`config.mk`:
```
export PLATFORM = sky130hd
export DESIGN_NAME = bcc_control
export DESIGN_NICKNAME = d
export VERILOG_FILES = /design/src/design/bcc_pkg.sv /design/src/design/bcc_repl_if.sv /design/src/design/bcc_control.sv /design/src/design/bcc_replace.sv
export SDC_FILE = /design/constraint.sdc
export NUM_CORES = 1
export LEC_CHECK = 0
export ABC_AREA = 0
export BUFFER_PORTS_ARGS = -buffer_cell sky130_fd_sc_hd__buf_2
export CAP_MARGIN = 40
export CORE_ASPECT_RATIO = 1.25
export CORE_MARGIN = 3
export CORE_UTILIZATION = 60
export CTS_CLUSTER_SIZE = 12
export DETAILED_ROUTE_END_ITERATION = 10
export PLACE_DENSITY = 0.95
export SLEW_MARGIN = 20
export SYNTH_ARGS = -nofsm -noshare
export SYNTH_HDL_FRONTEND = slang
export SYNTH_SLANG_ARGS = --single-unit
```
`constraint.sdc`:
```
create_clock -name clock -period 15.9 [get_ports clock]
set_clock_uncertainty 0.05 [all_clocks]
set_input_delay 0 -clock clock [delete_from_list [all_inputs] [get_ports clock]]
set_output_delay 0 -clock clock [all_outputs]
set_load 0.1 [all_outputs]
```
`src/design/bcc_pkg.sv`:
```
// shared constants for the branch cache control block
package bcc_pkg;

	// register addresses on the special-function register port
	localparam logic [7:0] ADDR_CTRL  = 8'ha1;
	localparam logic [7:0] ADDR_TUNE  = 8'ha2;
	localparam logic [7:0] ADDR_ACCUM = 8'h9a;
	localparam logic [7:0] ADDR_LOCK  = 8'ha3;

	// reset values
	localparam logic [7:0] CTRL_RESET = 8'he6;
	localparam logic [7:0] TUNE_RESET = 8'h04;
	localparam logic [5:0] PTR_RESET  = 6'h3e;
	localparam logic [5:0] LFSR_SEED  = 6'h01;

	// cache_control bit positions
	localparam int CTL_WR_EN   = 7;
	localparam int CTL_RD_EN   = 6;
	localparam int CTL_PF_EN   = 5;
	localparam int CTL_FLUSH   = 4;
	localparam int CTL_RETI_EN = 3;
	localparam int CTL_ISR_EN  = 2;
	localparam int CTL_MOV_EN  = 1;
	localparam int CTL_BLKW    = 0;

	// cache_tuning bit positions
	localparam int TUN_ALGO  = 3;
	localparam int TUN_FIXED = 2;

	// lock control bit positions
	localparam int LCK_PUSH = 7;
	localparam int LCK_POP  = 6;

	// slot geometry, flash commit group sizes and counter limits
	localparam logic [5:0] SLOT_TOP   = 6'h3e;
	localparam logic [5:0] SLOT_FIXED = 6'h00;
	localparam logic [2:0] GRP_CODE   = 3'h4;
	localparam logic [2:0] GRP_SCRATCH = 3'h2;
	localparam logic [2:0] GRP_SINGLE = 3'h1;
	localparam logic [2:0] STALL_MAX  = 3'h7;
	localparam logic [11:0] ACC_MAX   = 12'hfff;

endpackage

```
`src/design/bcc_repl_if.sv`:
```
// replacement request and answer between control and slot picker
`timescale 1ns/10ps
`default_nettype none

interface bcc_repl_if;
	logic       algo_sel;
	logic [5:0] limit;
	logic       advance;
	logic [5:0] slot;

	modport ctrl (output algo_sel, output limit, output advance,
		input slot);
	modport repl (input algo_sel, input limit, input advance,
		output slot);
endinterface

`default_nettype wire

```
`src/design/bcc_control.sv`:
```
// branch target cache control, tuning, lock stack and fill policy
`timescale 1ns/10ps
`default_nettype none

module bcc_control
	import bcc_pkg::*;
(
	input  wire logic        clock,          // system clock, 10 MHz
	input  wire logic        rst,            // synchronous reset, high
	input  wire logic [7:0]  sfr_addr,       // register address
	input  wire logic [7:0]  sfr_wdata,      // register write data
	input  wire logic        sfr_wr,         // register write strobe
	input  wire logic        sfr_rd,         // register read strobe
	output logic [7:0]       sfr_rdata,      // read data, next cycle
	input  wire logic        core_stall,     // core held by a miss
	input  wire logic        fill_done,      // fetched segment ready
	input  wire logic        fill_is_reti,   // segment is a reti target
	input  wire logic        fill_in_isr,    // fetch inside an isr
	input  wire logic        fill_is_table,  // segment from a table read
	input  wire logic        flash_wr_done,  // flash write or erase
	input  wire logic [16:0] flash_wr_addr,  // byte written or erased
	input  wire logic        flash_scratch,  // write targets scratchpad
	output logic             cache_fill,     // write segment to slot
	output logic [5:0]       fill_slot,      // slot for cache_fill
	output logic             fill_is_push,   // fill came from a push
	output logic             cache_flush,    // invalidate all slots
	output logic             inval_req,      // invalidate one address
	output logic [16:0]      inval_addr,     // address to invalidate
	output logic             cache_read_en,  // hits may be served
	output logic             prefetch_en,    // prefetch engine on
	output logic             fixed_rate,     // flash-rate delivery
	output logic             flash_block_write_en, // grouped commits
	output logic [2:0]       flash_group_bytes,    // bytes per commit
	output logic [5:0]       lock_pointer    // lock stack pointer
);

	typedef struct packed {
		logic        cache_write_en;
		logic        cache_read_en;
		logic        prefetch_en;
		logic        return_target_cache_en;
		logic        irq_routine_cache_en;
		logic        table_read_cache_en;
		logic        flash_block_write_en;
		logic [3:0]  miss_accum_low_bits;
		logic        replace_algo_sel;
		logic        table_read_fixed_slot;
		logic [1:0]  miss_penalty_threshold;
		logic        lock_push_en;
		logic [5:0]  lock_pointer;
		logic [11:0] accum;
		logic        accum_ovf;
		logic [2:0]  stall_cnt;
		logic [7:0]  rdata;
		logic        fill;
		logic [5:0]  slot;
		logic        push;
		logic        flush;
		logic        inval;
		logic [16:0] inval_addr;
	} bcc_ctrl_state_t;

	bcc_ctrl_state_t s;
	bcc_ctrl_state_t next_s;

	bcc_repl_if rp ();

	logic wr_ctrl;
	logic wr_tune;
	logic wr_accum;
	logic wr_lock;
	logic rd_accum;
	logic allowed;
	logic normal_fill;
	logic push_fill;
	logic fixed_fill;
	logic accum_wrap;

	////////////////////////////////////////////////////////////////////////
	// helpers

	function automatic logic hit(input logic [7:0] a, input logic [7:0] t);
		hit = (a == t);
	endfunction

	// flush bit always reads zero
	function automatic logic [7:0] ctrl_image(input bcc_ctrl_state_t st);
		ctrl_image = {st.cache_write_en, st.cache_read_en,
			st.prefetch_en, 1'b0, st.return_target_cache_en,
			st.irq_routine_cache_en, st.table_read_cache_en,
			st.flash_block_write_en};
	endfunction

	function automatic logic [7:0] tune_image(input bcc_ctrl_state_t st);
		tune_image = {st.miss_accum_low_bits, st.replace_algo_sel,
			st.table_read_fixed_slot, st.miss_penalty_threshold};
	endfunction

	function automatic logic [7:0] accum_image(input bcc_ctrl_state_t st);
		accum_image = {st.accum_ovf, st.accum[11:5]};
	endfunction

	// pop bit always reads zero
	function automatic logic [7:0] lock_image(input bcc_ctrl_state_t st);
		lock_image = {st.lock_push_en, 1'b0, st.lock_pointer};
	endfunction

	// unmapped addresses read zero
	function automatic logic [7:0] read_mux(input bcc_ctrl_state_t st,
		input logic [7:0] a);
		read_mux = 8'h00;
		if (hit(a, ADDR_CTRL)) begin
			read_mux = ctrl_image(st);
		end else if (hit(a, ADDR_TUNE)) begin
			read_mux = tune_image(st);
		end else if (hit(a, ADDR_ACCUM)) begin
			read_mux = accum_image(st);
		end else if (hit(a, ADDR_LOCK)) begin
			read_mux = lock_image(st);
		end
	endfunction

	// every field not named here starts at zero
	function automatic bcc_ctrl_state_t reset_state();
		bcc_ctrl_state_t r;
		r = '0;
		r.cache_write_en = CTRL_RESET[CTL_WR_EN];
		r.cache_read_en  = CTRL_RESET[CTL_RD_EN];
		r.prefetch_en    = CTRL_RESET[CTL_PF_EN];
		r.return_target_cache_en = CTRL_RESET[CTL_RETI_EN];
		r.irq_routine_cache_en   = CTRL_RESET[CTL_ISR_EN];
		r.table_read_cache_en    = CTRL_RESET[CTL_MOV_EN];
		r.flash_block_write_en   = CTRL_RESET[CTL_BLKW];
		r.replace_algo_sel       = TUNE_RESET[TUN_ALGO];
		r.table_read_fixed_slot  = TUNE_RESET[TUN_FIXED];
		r.miss_penalty_threshold = TUNE_RESET[1:0];
		r.lock_pointer = PTR_RESET;
		reset_state = r;
	endfunction

	// bytes per flash commit; pairs for scratchpad, quads for code
	function automatic logic [2:0] group_size(input logic blk,
		input logic scratch);
		if (!blk) begin
			group_size = GRP_SINGLE;
		end else if (scratch) begin
			group_size = GRP_SCRATCH;
		end else begin
			group_size = GRP_CODE;
		end
	endfunction

	////////////////////////////////////////////////////////////////////////
	// register decode

	assign wr_ctrl  = sfr_wr && hit(sfr_addr, ADDR_CTRL);
	assign wr_tune  = sfr_wr && hit(sfr_addr, ADDR_TUNE);
	assign wr_accum = sfr_wr && hit(sfr_addr, ADDR_ACCUM);
	assign wr_lock  = sfr_wr && hit(sfr_addr, ADDR_LOCK);
	assign rd_accum = sfr_rd && hit(sfr_addr, ADDR_ACCUM);

	////////////////////////////////////////////////////////////////////////
	// fill policy

	always_comb begin
		allowed = (s.stall_cnt > {1'b0, s.miss_penalty_threshold});
		if (fill_is_reti && !s.return_target_cache_en) begin
			allowed = 1'b0;
		end
		if (fill_in_isr && !s.irq_routine_cache_en) begin
			allowed = 1'b0;
		end
		if (fill_is_table && !s.table_read_cache_en) begin
			allowed = 1'b0;
		end
	end

	// push ignores write enable and the caching filters
	assign push_fill = fill_done && fill_is_table && s.lock_push_en;
	assign normal_fill = fill_done && !push_fill && allowed
		&& s.cache_write_en;
	assign fixed_fill = normal_fill && fill_is_table
		&& s.table_read_fixed_slot;

	// whole cache unlocked when the pointer sits at zero
	assign rp.limit = (s.lock_pointer == 6'h00) ? SLOT_TOP
		: s.lock_pointer;
	assign rp.algo_sel = s.replace_algo_sel;
	// fixed-slot table fills leave the sweep where it is
	assign rp.advance  = normal_fill && !fixed_fill;

	// a stall while the accumulator is full marks an overflow
	assign accum_wrap = core_stall && (s.accum == ACC_MAX);

	////////////////////////////////////////////////////////////////////////
	// next state

	always_comb begin
		next_s = s;
		next_s.fill  = 1'b0;
		next_s.push  = 1'b0;
		next_s.flush = 1'b0;
		next_s.inval = 1'b0;

		// control register
		if (wr_ctrl) begin
			next_s.cache_write_en = sfr_wdata[CTL_WR_EN];
			next_s.cache_read_en  = sfr_wdata[CTL_RD_EN];
			next_s.prefetch_en    = sfr_wdata[CTL_PF_EN];
			next_s.return_target_cache_en = sfr_wdata[CTL_RETI_EN];
			next_s.irq_routine_cache_en   = sfr_wdata[CTL_ISR_EN];
			next_s.table_read_cache_en    = sfr_wdata[CTL_MOV_EN];
			next_s.flash_block_write_en   = sfr_wdata[CTL_BLKW];
			next_s.flush = sfr_wdata[CTL_FLUSH];
		end

		// tuning register; upper nibble is not writable
		if (wr_tune) begin
			next_s.replace_algo_sel      = sfr_wdata[TUN_ALGO];
			next_s.table_read_fixed_slot = sfr_wdata[TUN_FIXED];
			next_s.miss_penalty_threshold = sfr_wdata[1:0];
		end

		// miss penalty accumulator
		if (core_stall) begin
			next_s.accum = 12'(s.accum + 12'h001);
		end
		if (wr_accum) begin
			next_s.accum = {sfr_wdata[6:0], 5'h00};
			next_s.accum_ovf = 1'b0;
		end
		// overflow set wins over the clearing write
		if (accum_wrap) begin
			next_s.accum_ovf = 1'b1;
		end
		if (rd_accum) begin
			next_s.miss_accum_low_bits = s.accum[4:1];
		end

		// stall length of the current miss
		// saturates so a long miss still counts as long
		if (fill_done) begin
			next_s.stall_cnt = 3'h0;
		end else if (core_stall && s.stall_cnt != STALL_MAX) begin
			next_s.stall_cnt = 3'(s.stall_cnt + 3'h1);
		end

		// lock stack
		if (wr_lock) begin
			next_s.lock_push_en = sfr_wdata[LCK_PUSH];
		end
		if (push_fill) begin
			next_s.fill = 1'b1;
			next_s.push = 1'b1;
			next_s.slot = s.lock_pointer;
			next_s.lock_pointer = 6'(s.lock_pointer - 6'h01);
		end else if (normal_fill) begin
			next_s.fill = 1'b1;
			next_s.slot = fixed_fill ? SLOT_FIXED : rp.slot;
		end
		// contents untouched; only the pointer moves
		// a push and a pop in one cycle leave the pointer in place
		if (wr_lock && sfr_wdata[LCK_POP]) begin
			next_s.lock_pointer = 6'(next_s.lock_pointer + 6'h01);
		end

		// flash writes invalidate whatever the write enable says
		if (flash_wr_done) begin
			next_s.inval = 1'b1;
			next_s.inval_addr = flash_wr_addr;
		end

		// read data holds until the next read strobe
		if (sfr_rd) begin
			next_s.rdata = read_mux(s, sfr_addr);
		end
	end

	////////////////////////////////////////////////////////////////////////
	// state register

	always_ff @(posedge clock) begin
		if (rst) begin
			s <= reset_state();
		end else begin
			s <= next_s;
		end
	end

	////////////////////////////////////////////////////////////////////////
	// slot picker

	bcc_replace u_replace (
		.clock (clock),
		.rst   (rst),
		.rp    (rp.repl)
	);

	////////////////////////////////////////////////////////////////////////
	// outputs

	assign sfr_rdata     = s.rdata;
	assign cache_fill    = s.fill;
	assign fill_slot     = s.slot;
	assign fill_is_push  = s.push;
	assign cache_flush   = s.flush;
	assign inval_req     = s.inval;
	assign inval_addr    = s.inval_addr;
	assign cache_read_en = s.cache_read_en;
	assign prefetch_en   = s.prefetch_en;
	// flash-rate delivery is a decode of two registered enables
	assign fixed_rate    = !s.prefetch_en && !s.cache_read_en;
	assign flash_block_write_en = s.flash_block_write_en;
	assign flash_group_bytes = group_size(s.flash_block_write_en,
		flash_scratch);
	assign lock_pointer  = s.lock_pointer;

endmodule

`default_nettype wire

```
`src/design/bcc_replace.sv`:
```
// slot picker: rebound sweep and pseudo-random replacement
`timescale 1ns/10ps
`default_nettype none

module bcc_replace
	import bcc_pkg::*;
(
	input  wire logic clock,   // system clock
	input  wire logic rst,     // synchronous reset, high
	bcc_repl_if.repl  rp       // request and answer
);

	typedef struct packed {
		logic [5:0] sweep;
		logic       down;
		logic [5:0] lfsr;
	} bcc_repl_state_t;

	bcc_repl_state_t s;
	bcc_repl_state_t next_s;
	logic [5:0]      rnd;
	logic [5:0]      swp;

	always_comb begin
		next_s = s;
		// free running every cycle
		next_s.lfsr = {s.lfsr[4:0], s.lfsr[5] ^ s.lfsr[4]};
		// sweep clamped when the lock pointer shrinks the range
		swp = (s.sweep > rp.limit) ? rp.limit : s.sweep;
		// fold an index above the unlocked range back into it
		rnd = s.lfsr;
		if (rnd > rp.limit) begin
			rnd = 6'(rnd - rp.limit - 6'h01);
			if (rnd > rp.limit) begin
				rnd = rp.limit;
			end
		end
		if (rp.advance && !rp.algo_sel) begin
			if (rp.limit == 6'h00) begin
				next_s.sweep = 6'h00;
			end else if (!s.down) begin
				if (swp >= rp.limit) begin
					next_s.down  = 1'b1;
					next_s.sweep = 6'(swp - 6'h01);
				end else begin
					next_s.sweep = 6'(swp + 6'h01);
				end
			end else begin
				if (swp == 6'h00) begin
					next_s.down  = 1'b0;
					next_s.sweep = 6'h01;
				end else begin
					next_s.sweep = 6'(swp - 6'h01);
				end
			end
		end
	end

	always_ff @(posedge clock) begin
		if (rst) begin
			s <= '{sweep: 6'h00, down: 1'b0, lfsr: LFSR_SEED};
		end else begin
			s <= next_s;
		end
	end

	assign rp.slot = rp.algo_sel ? rnd : swp;

endmodule

`default_nettype wire

```
; Word-level counts from Yosys, hierarchy flattened
; Index checks and enable logic that the tools add are counted.
[op_classes]
order_cmp = 5
add_sub_neg = 8
shifts = 0
eq_ne = 6
div_mod_pow = 0
n_reduce_logical = 39
mux = 30
n_bitwise = 3
n_mul = 0
[ops]
columns = op, n
row1 = two-way mux 6 bit, 11
row2 = == test 8 bit (second input constant), 4
row3 = two-way mux 8 bit, 4
row4 = logical AND 1 bit, 21
row5 = two-way mux 7 bit, 3
row6 = > comparator 6 bit, 3
row7 = zero test 6 bit, 3
row8 = two-way mux 18 bit, 1
row9 = subtractor 6 x 1 -> 6 bit (second input constant), 3
row10 = two-way mux 13 bit, 1
row11 = adder 12 x 1 -> 12 bit (second input constant), 1
row12 = adder 6 x 1 -> 6 bit (second input constant), 2
row13 = == test 12 bit (second input constant), 1
row14 = two-way mux 12 bit, 1
row15 = zero test 1 bit, 8
row16 = two-way mux 1 bit, 7
row17 = greater-or-equal comparator 6 bit, 1
row18 = two-way mux 3 bit, 2
row19 = nonzero test 2 bit, 3
row20 = OR reduction 2 bit, 3
row21 = subtractor 6 bit, 1
row22 = adder 3 x 1 -> 3 bit (second input constant), 1
row23 = > comparator 3 x 2 -> 1 bit, 1
row24 = != test 3 bit (second input constant), 1
row25 = other kinds (3), 4
[totals]
romBits = 0
regBits = 86
memories = 0
output_inout_bits = 48
ramBits = 0
latchBits = 0
inputBits = 44

; Depth between registers and ports, before layout
; Gate-level depths: netlist of the first run.
[logic_depth]
ltp_word = 13
ltp_mapped = 23
mapped_depth_nobuf = 21

; Hierarchy
; From an unflattened synthesis of the first run, not the netlist that was laid out.
[hier_totals]
hier_cells = 654
area_unflattened_um2 = 5525.3
[by_module_without_submodules]
columns = mod, area_each_um2, cells_each, instances
row1 = bcc_control, 3778.6, 430, 1
row2 = bcc_replace, 1746.7, 224, 1

; Worst setup path before layout of the first run
; No wires, ideal clock.
[synth_path]
kind = reg-to-reg
startpoint = register s (netlist bit lock_pointer[1])
endpoint = register u_replace.s[12] in the netlist's numbering
required_time_ps = 15788
path_buffers = 2
arrival_time_ps = 4860
slack_ps = 10928
path_stages_with_launch = 22
path_cell_list = dfxtp_1 clkbuf_1 inv_1 ha_1 a31oi_1 ha_1 and3_1 or3b_1 o21a_1 a211o_1 o211ai_2 ha_1 nand2b_1 a21o_1 a21oi_1 o211ai_1 or2_2 clkbuf_1 and3_1 a22o_1 or4_1 nand3_1
[synth_via]
elab_chain_cells = 8
word_cells_on_any_way = 13
classes_between = add/sub: 2 / order compare: 2 / mux: 6 / reduce/logical: 3
[synth_rtl]
columns = item, line
row1 = "start, declared", bcc_control.sv:63  ; bcc_ctrl_state_t s;
row2 = "start signal, assigned", bcc_control.sv:284  ; s <= reset_state();
row3 = "start signal, assigned", bcc_control.sv:286  ; s <= next_s;
row4 = zero test 6 bit, bcc_control.sv:186  ; assign rp.limit = (s.lock_pointer == 6'h00) ? SLOT_TOP
row5 = two-way mux 6 bit (*), bcc_control.sv:186
row6 = > comparator 6 bit, bcc_replace.sv:29  ; swp = (s.sweep > rp.limit) ? rp.limit : s.sweep;
row7 = two-way mux 6 bit, bcc_replace.sv:29
row8 = "adder 6 x 1 -> 6 bit, or another cell as far along", bcc_replace.sv:46  ; next_s.sweep = 6'(swp + 6'h01);
row9 = two-way mux 6 bit (on tied branches), "bcc_replace.sv:42, bcc_replace.sv:49"
row10 = two-way mux 7 bit, bcc_replace.sv:41  ; end else if (!s.down) begin
row11 = two-way mux 6 bit (*), bcc_replace.sv:39  ; if (rp.limit == 6'h00) begin
row12 = "end signal, assigned", bcc_replace.sv:61  ; s <= '{sweep: 6'h00, down: 1'b0, lfsr: LFSR_SEED};
row13 = "end signal, assigned", bcc_replace.sv:63  ; s <= next_s;
row14 = "end, declared", bcc_replace.sv:19  ; bcc_repl_state_t s;
; Every way passes the cells marked *; elsewhere a longest branch is shown, timed or not.
; A chain may end at the register's enable or synchronous reset.

; Worst setup path in the final report of the first run
[layout_path]
startpoint = register s (netlist bit lock_pointer[0])
endpoint = register u_replace.s[12] in the netlist's numbering
; Same word-level chain as after synthesis.

==> out/metrics.yaml, run 1 <==
drive_gt1_frac: 0.195
num_antenna_cells: 0
syn_area_per_cell_um2: 8.36
finalCritPeriodShare: 0.337
power.leakage_nw: 2.77
vias: 5175
coreArea_um2: 8800
rsz0062_at_grt: "no"
dpl_worst_slack_ns: 10.69
rows: 38
finalWorstSetupSlack_ns: 10.54
drtPass1Iterations: 6
die_w_um: 91.5
p_switching_mw: 0.135
yosysSeqAreaShare: 0.314
worstSetupStartpoint: "lock_pointer[0]$_SDFF_PP0_"
finalSetupViolCount: 0
outcome: "finished clean"
synth_cells: 656
clk_path_buf_depth: 2
postRouteAntennaNets: 0
drtIter0Drc: 472
ys_warn_count: 0
grt_pass1_wl_um: 24700
die_h_um: 113
grt_start_max_net_pins: 73
final_nets: 796
initial_utilization: 0.624
place.gp.congestion: 0.908
ioPinCount: 92
syn_nets: 729
grt_pass1_vias: 5161
slew_headroom: 0.497
overflow: 0
startpoint_type: "flop"
reg2reg_to: "u_replace.s[12]$_SDFFE_PP0P_"
endpoint: "u_replace.s[12]$_SDFFE_PP0P_"
vias_per_cell: 6.10
wl_per_cell_um: 17.9
cts_sinks: 86
maxSlewViolCount: 0
seqPwrFrac: 0.483
ys_types: 81
required_ns: 16.16
yosys_most_used_dff: "dfxtp_1"
syn2layout_area_growth_pct: 13.2
internal_power_mw: 0.330
htree_levels: 3
r2r_setup_slack_ns: 10.54
drc: 0
maxCapViolCount: 0
combinationalPowerShare: 0.146
tightest_slew_ns: 0.755
ys_seq_elements: 86
netlist_area_um2: 5490
peakVddDrop_mv: 0.0649
routed_wl_um: 15200
cts_tree: "yes"
track_usage: 0.294
cts_buffers: 9
post_cts_buffers: 0
critPathKind: "flop to flop"
end_kind: "flop"
antenna_found_initial: 0
fp.dieArea_um2: 10300
ctsResizeCount: 0
ctsRootBufferMaster: "clkbuf_8"
async_flop_share: 0
finalHoldViolations: 0
worstPathMaxFanout: 10
hold_path.class: "primary input to flop"
swShare: 0.290
p_per_area_nw_per_um2: 74.9
finalSetupTns_ns: 0
arrival_ns: 5.62
fillCellCount: 663
clock.fmax_ghz: 0.187
synth_edf_count: 0
clkPwrFrac: 0.372
ff2ff_path_depth: 21
rr_startpoint: "lock_pointer[0]$_SDFF_PP0_"
hold_buffers: 29
detailed_place_hpwl_um: 10800
clkLatencyLatePin_ns: 0.36
clk_pin_slew_worst_paths_ns: 0.09
layout_min_cycle_time_ns: 5.36
port_buffers: 91
-- registers in the layout, summed over array words and instances, names as in the netlist, 5 cells and up --
| signal | count |
|---|---|
| lock_pointer | 6 |
| sfr_rdata | 8 |
| u_replace.s | 8 |
| fill_slot | 6 |
| s | 28 |
| inval_addr | 17 |
| u_replace.next_s | 5 |
-- cell families after synthesis --
group / after synthesis / share of synthesized area
AND/OR/NAND/NOR: 239 / 0.217
AO/OA/AOI/OAI: 130 / 0.178
buffers and inverters: 100 / 0.0994
flip-flops: 86 / 0.314
XOR/XNOR: 34 / 0.0543
multiplexers: 34 / 0.0632
adder cells (fa/ha/maj): 33 / 0.0741
-- layer usage --
metal	GRT usage	up-vias	share of wire
met4	0.137	0	0.040
met1	0.331	2431	0.37
li1	-	2428	-
met2	0.537	258	0.52
met5	0	-	0
met3	0.0452	58	0.065
-- cell usage in the layout (no fill, tap or decap), types with 7 or more instances in the layout --
cell type / count
a22oi_1: 7
a211oi_1: 17
nand3_1: 34
ha_1: 29
o21ai_0: 11
nor2b_1: 8
buf_2: 91
xor2_1: 13
clkbuf_8: 9
dlygate4sd3_1: 29
inv_1: 28
o21ai_1: 9
mux2i_1: 32
dfxtp_1: 86
xnor2_1: 21
nand2_1: 59
a21oi_1: 30
nor3_1: 18
nor2_1: 68
and3_1: 7
-- worst min-delay path by stage --
stage / slack (ns) / depth (start not counted) / endpoint / start
detailed placement: 0.20 / 3 / inval_addr[1]$_SDFFE_PP0P_ / flash_wr_addr[1]
global route: 0.04 / 3 / sfr_rdata[4]$_SDFFE_PP0P_ / sfr_addr[1]
floorplan: 0.03 / 1 / s[35]$_SDFFE_PP0P_ / fill_done
global placement: 0.18 / 3 / inval_addr[12]$_SDFFE_PP0P_ / flash_wr_addr[12]
finish: 0.02 / 3 / sfr_rdata[4]$_SDFFE_PP0P_ / sfr_addr[1]
CTS: 0.01 / 3 / sfr_rdata[4]$_SDFFE_PP0P_ / sfr_addr[1]
-- power by group through the flow --
| stage | registers [mW] | clock network (mW) | logic, mW |
|---|---|---|---|
| floorplan | 0.229 | 0 | 0.0506 |
| CTS | 0.224 | 0.175 | 0.0663 |
| global route | 0.225 | 0.184 | 0.0713 |
| global placement | 0.229 | 0 | 0.0594 |
| detailed placement | 0.229 | 0 | 0.0606 |
| finish | 0.224 | 0.173 | 0.0677 |
-- cell type report --
cell class | instances | area (µm²) | share of cell area
inverters | 32 | 123 | 0.0197
flip-flops and latches | 86 | 1720 | 0.277
well taps | 120 | 150 | 0.0242
clock inverters | 6 | 92.6 | 0.0149
repair buffers | 124 | 776 | 0.125
multi-input cells | 470 | 3220 | 0.518
clock buffers | 10 | 128 | 0.0206
-- cells in the mapped netlist (18+ instances only) --
cell      number  share of area
dfxtp_1       86           0.31
nor2_1        68          0.047
nand2_1       59          0.040
buf_4         38          0.052
nand3_1       34          0.031
mux2i_1       32          0.058
a21oi_1       30          0.027
ha_1          29          0.066
inv_1         28          0.019
clkbuf_1      22          0.015
xnor2_1       21          0.034
nor3_1        18          0.016
-- metrics by stage --
step	area (µm²)	std cells	total power, mW	utilization	hold WS [ns]
6_report	6210	848	0.465	0.706	0.0220
2_1_floorplan	5490	656	0.280	-	0.0274
3_5_place_dp	5690	802	0.290	0.647	0.196
3_3_place_gp	5690	802	0.288	0.647	0.183
4_1_cts	6200	847	0.465	0.705	0.0122
5_1_grt	6210	848	0.480	0.706	0.0404
-- worst max-delay path: stages, from the launching register on --
cell and delay, ns:
dfxtp_1 0.44, inv_1 0.14, ha_1 0.26, nor3b_4 0.29, a21o_1 0.20, inv_1 0.14
ha_1 0.32, and3_1 0.16, or3b_1 0.39, o21a_1 0.28, a211o_1 0.32, o211ai_2 0.15
ha_1 0.29, nand2b_1 0.14, a21o_1 0.17, a21oi_1 0.14, o211ai_1 0.15, or2_2 0.36
and3_1 0.22, a22o_1 0.19, or4_1 0.39, nand3_1 0.09
(Power assumes the default switching activity.)
==> run 2: changes to the inputs <==
Settings changed: CORE_UTILIZATION 60 to 57, PLACE_DENSITY 0.95 to 0.92.
Clock period 15.9 ns to 5.2 ns, I/O delays scaled along.
==> run 2 against run 1 <==
  * First-iteration DRC count is 19% lower
  * Clock-buffer cell count is 1 higher
  * Sequential power grew to 3.1 times the previous value
  * Sequential cell count stayed put
  * Global-route usage is 0.17 points lower
  * Cell count is 1.2% higher
  * Cell area is 2.4% higher
  * Core utilization is 2.0 points lower
  * Fmax is 9.0% higher
  * Worst hold slack better by 0.020 ns
  * Register-to-register slack worse by 10 ns
  * Non-clock buffer count is 7 higher
==> out/metrics.yaml, run 2 (synthesized netlist as in run 1, its figures left out) <==
antenna_found_initial: 0  # unchanged
wl_per_cell_um: 18.2  # was 17.9 µm
coreArea_um2: 9270  # was 8800 µm²
finalSetupViolCount: 0  # unchanged
maxSlewViolCount: 0  # unchanged
largest_reg_flops: 28  # unchanged
port_buffers: 91  # unchanged
die_w_um: 93.8  # was 91.5 µm
slew_headroom: 0.478  # was 0.497
postRouteAntennaNets: 0  # unchanged
syn2layout_area_growth_pct: 15.9  # was 13.2%
whs_ns: 0.0420  # was 0.0220 ns
outcome: "finished clean"  # unchanged
ctsRootBufferMaster: "clkbuf_16"  # was clkbuf_8
peakVddDrop_mv: 0.237  # was 0.0649 mV
cts_sinks: 86  # unchanged
maxCapViolCount: 0  # unchanged
clkLatencyLatePin_ns: 0.34  # was 0.36 ns
place.gp.congestion: 0.985  # was 0.908
hold_path.class: "primary input to flop"  # unchanged
ioPinCount: 92  # unchanged
htree_levels: 3  # unchanged
clk_pin_slew_worst_paths_ns: 0.07  # was 0.09 ns
p_per_area_nw_per_um2: 244  # was 74.9 nW/µm²
r2r_setup_slack_ns: 0.29  # was 10.54 ns
fin_util: 0.686  # was 0.706
cts_tree: "yes"  # unchanged
detailed_place_hpwl_um: 11000  # was 10,800 µm
fillCellCount: 743  # was 663
startpoint_type: "flop"  # unchanged
layout_min_cycle_time_ns: 4.91  # was 5.36 ns
grt_start_max_net_pins: 73  # unchanged
swShare: 0.281  # was 0.290
dpl.cell_count: 811  # was 802
seqPwrFrac: 0.443  # was 0.483
finalHoldViolations: 0  # unchanged
clk_path_buf_depth: 2  # unchanged
combinationalPowerShare: 0.133  # was 0.146
tightest_slew_ns: 0.783  # was 0.755 ns
final_common_cell: "buf_2"  # unchanged
end_kind: "flop"  # unchanged
rsz0062_at_grt: "no"  # unchanged
cts_buffers: 9  # unchanged
clock.fmax_ghz: 0.204  # was 0.187 GHz
regMostFlops: "s"  # unchanged
fp.dieArea_um2: 10800  # was 10,300 µm²
clkPwrFrac: 0.424  # was 0.372
final_cell_mix: "buf_2 (91), dfxtp_1 (86), nor2_1 (68)"  # unchanged
arrival_ns: 5.15  # was 5.62 ns
num_antenna_cells: 0  # unchanged
overflow: 0  # unchanged
finalSetupTns_ns: 0  # unchanged
power.leakage_nw: 2.87  # was 2.77 nW
drive_gt1_frac: 0.208  # was 0.195
grt_pass1_wl_um: 25100  # was 24,700 µm
vias: 5244  # was 5,175
final_nets: 803  # was 796
rows: 39  # was 38
drtIter0Drc: 381  # was 472
worstPathMaxFanout: 7  # was 10
drc: 0  # unchanged
die_h_um: 116  # was 113 µm
internal_power_mw: 1.11  # was 0.330 mW
final_cells: 858  # was 848
grt_pass1_vias: 5168  # was 5,161
critPathKind: "flop to flop"  # unchanged
vias_per_cell: 6.11  # was 6.10
required_ns: 5.44  # was 16.16 ns
track_usage: 0.292  # was 0.294
initial_utilization: 0.592  # was 0.624
finalCritPeriodShare: 0.945  # was 0.337
routed_wl_um: 15600  # was 15,200 µm
p_switching_mw: 0.436  # was 0.135 mW
drtPass1Iterations: 5  # was 6
==> run 2: cell types whose count changed in the layout (fill, tap and decap cells not counted), sizes merged <==
cell	delta
clkbuf	+1
inv	+1
dlygate4sd3	-1
buf	+8
clkinv	-1
bufinv	-1
==> run 2: per-layer routing <==
| layer | track usage | vias up | wire, µm |
|---|---|---|---|
| li1 | - | 2446 | - |
| met1 | 0.327 | 2465 | 5780 |
| met2 | 0.520 | 264 | 7940 |
| met3 | 0.0591 | 69 | 1140 |
| met4 | 0.152 | 0 | 772 |
| met5 | 0 | - | 0 |
==> run 2: layout make-up <==
type	count	area, µm²	share of cell area
multi-input cells	470	3240	0.509
flip-flops and latches	86	1720	0.271
repair buffers	131	826	0.130
clock buffers	11	233	0.0366
well taps	123	154	0.0242
inverters	32	123	0.0193
clock inverters	5	66.3	0.0104
==> run 2: power by group through the flow <==
stage	registers, mW	clock network, mW	logic (mW)
after CTS	0.686	0.660	0.203
after global routing	0.688	0.691	0.217
after floorplan	0.701	0	0.155
after detailed placement	0.701	0	0.186
after global placement	0.700	0	0.182
final	0.687	0.657	0.207
==> run 2: path summary, 6_finish.rpt <==
path              depth (start not counted)                  startpoint                      endpoint
setup / recovery                         21  lock_pointer[0]$_SDFF_PP0_  u_replace.s[12]$_SDFFE_PP0P_
hold / removal                            3                      sfr_wr            s[58]$_SDFFE_PP0P_
setup reg to reg                         21  lock_pointer[0]$_SDFF_PP0_  u_replace.s[12]$_SDFFE_PP0P_
hold reg to reg                           2          s[62]$_SDFFE_PP0P_            s[62]$_SDFFE_PP0P_
==> run 2: worst max-delay path, stage by stage, from the launching register on <==
cell and delay (ns):
dfxtp_1 0.31, inv_1 0.09, ha_2 0.23, nor3b_4 0.21
a21o_1 0.19, inv_2 0.09, ha_1 0.30, and3_1 0.16
or3b_1 0.38, o21a_2 0.27, a211o_1 0.32, o211ai_4 0.14
ha_1 0.28, nand2b_1 0.14, a21o_1 0.17, a21oi_1 0.14
o211ai_1 0.14, or2_2 0.36, and3_1 0.21, a22o_1 0.19
or4_1 0.40, nand3_1 0.09
==> run 2: per-stage QoR <==
stage	setup slack, ns	power, mW	instance area, µm²
floorplan	0.228	0.856	5490
global placement	0.294	0.883	5750
detailed placement	0.135	0.887	5750
CTS	0.0898	1.55	6330
global route	0.00867	1.60	6360
finish	0.286	1.55	6360
==> run 2: timing repair <==
action / CTS / global route
hold endpoints to repair: 42 / 0
resized for setup: 0 / 4
hold buffers: 28 / 0
setup buffers: 0 / 2
endpoints found under the setup margin: 0 / 4
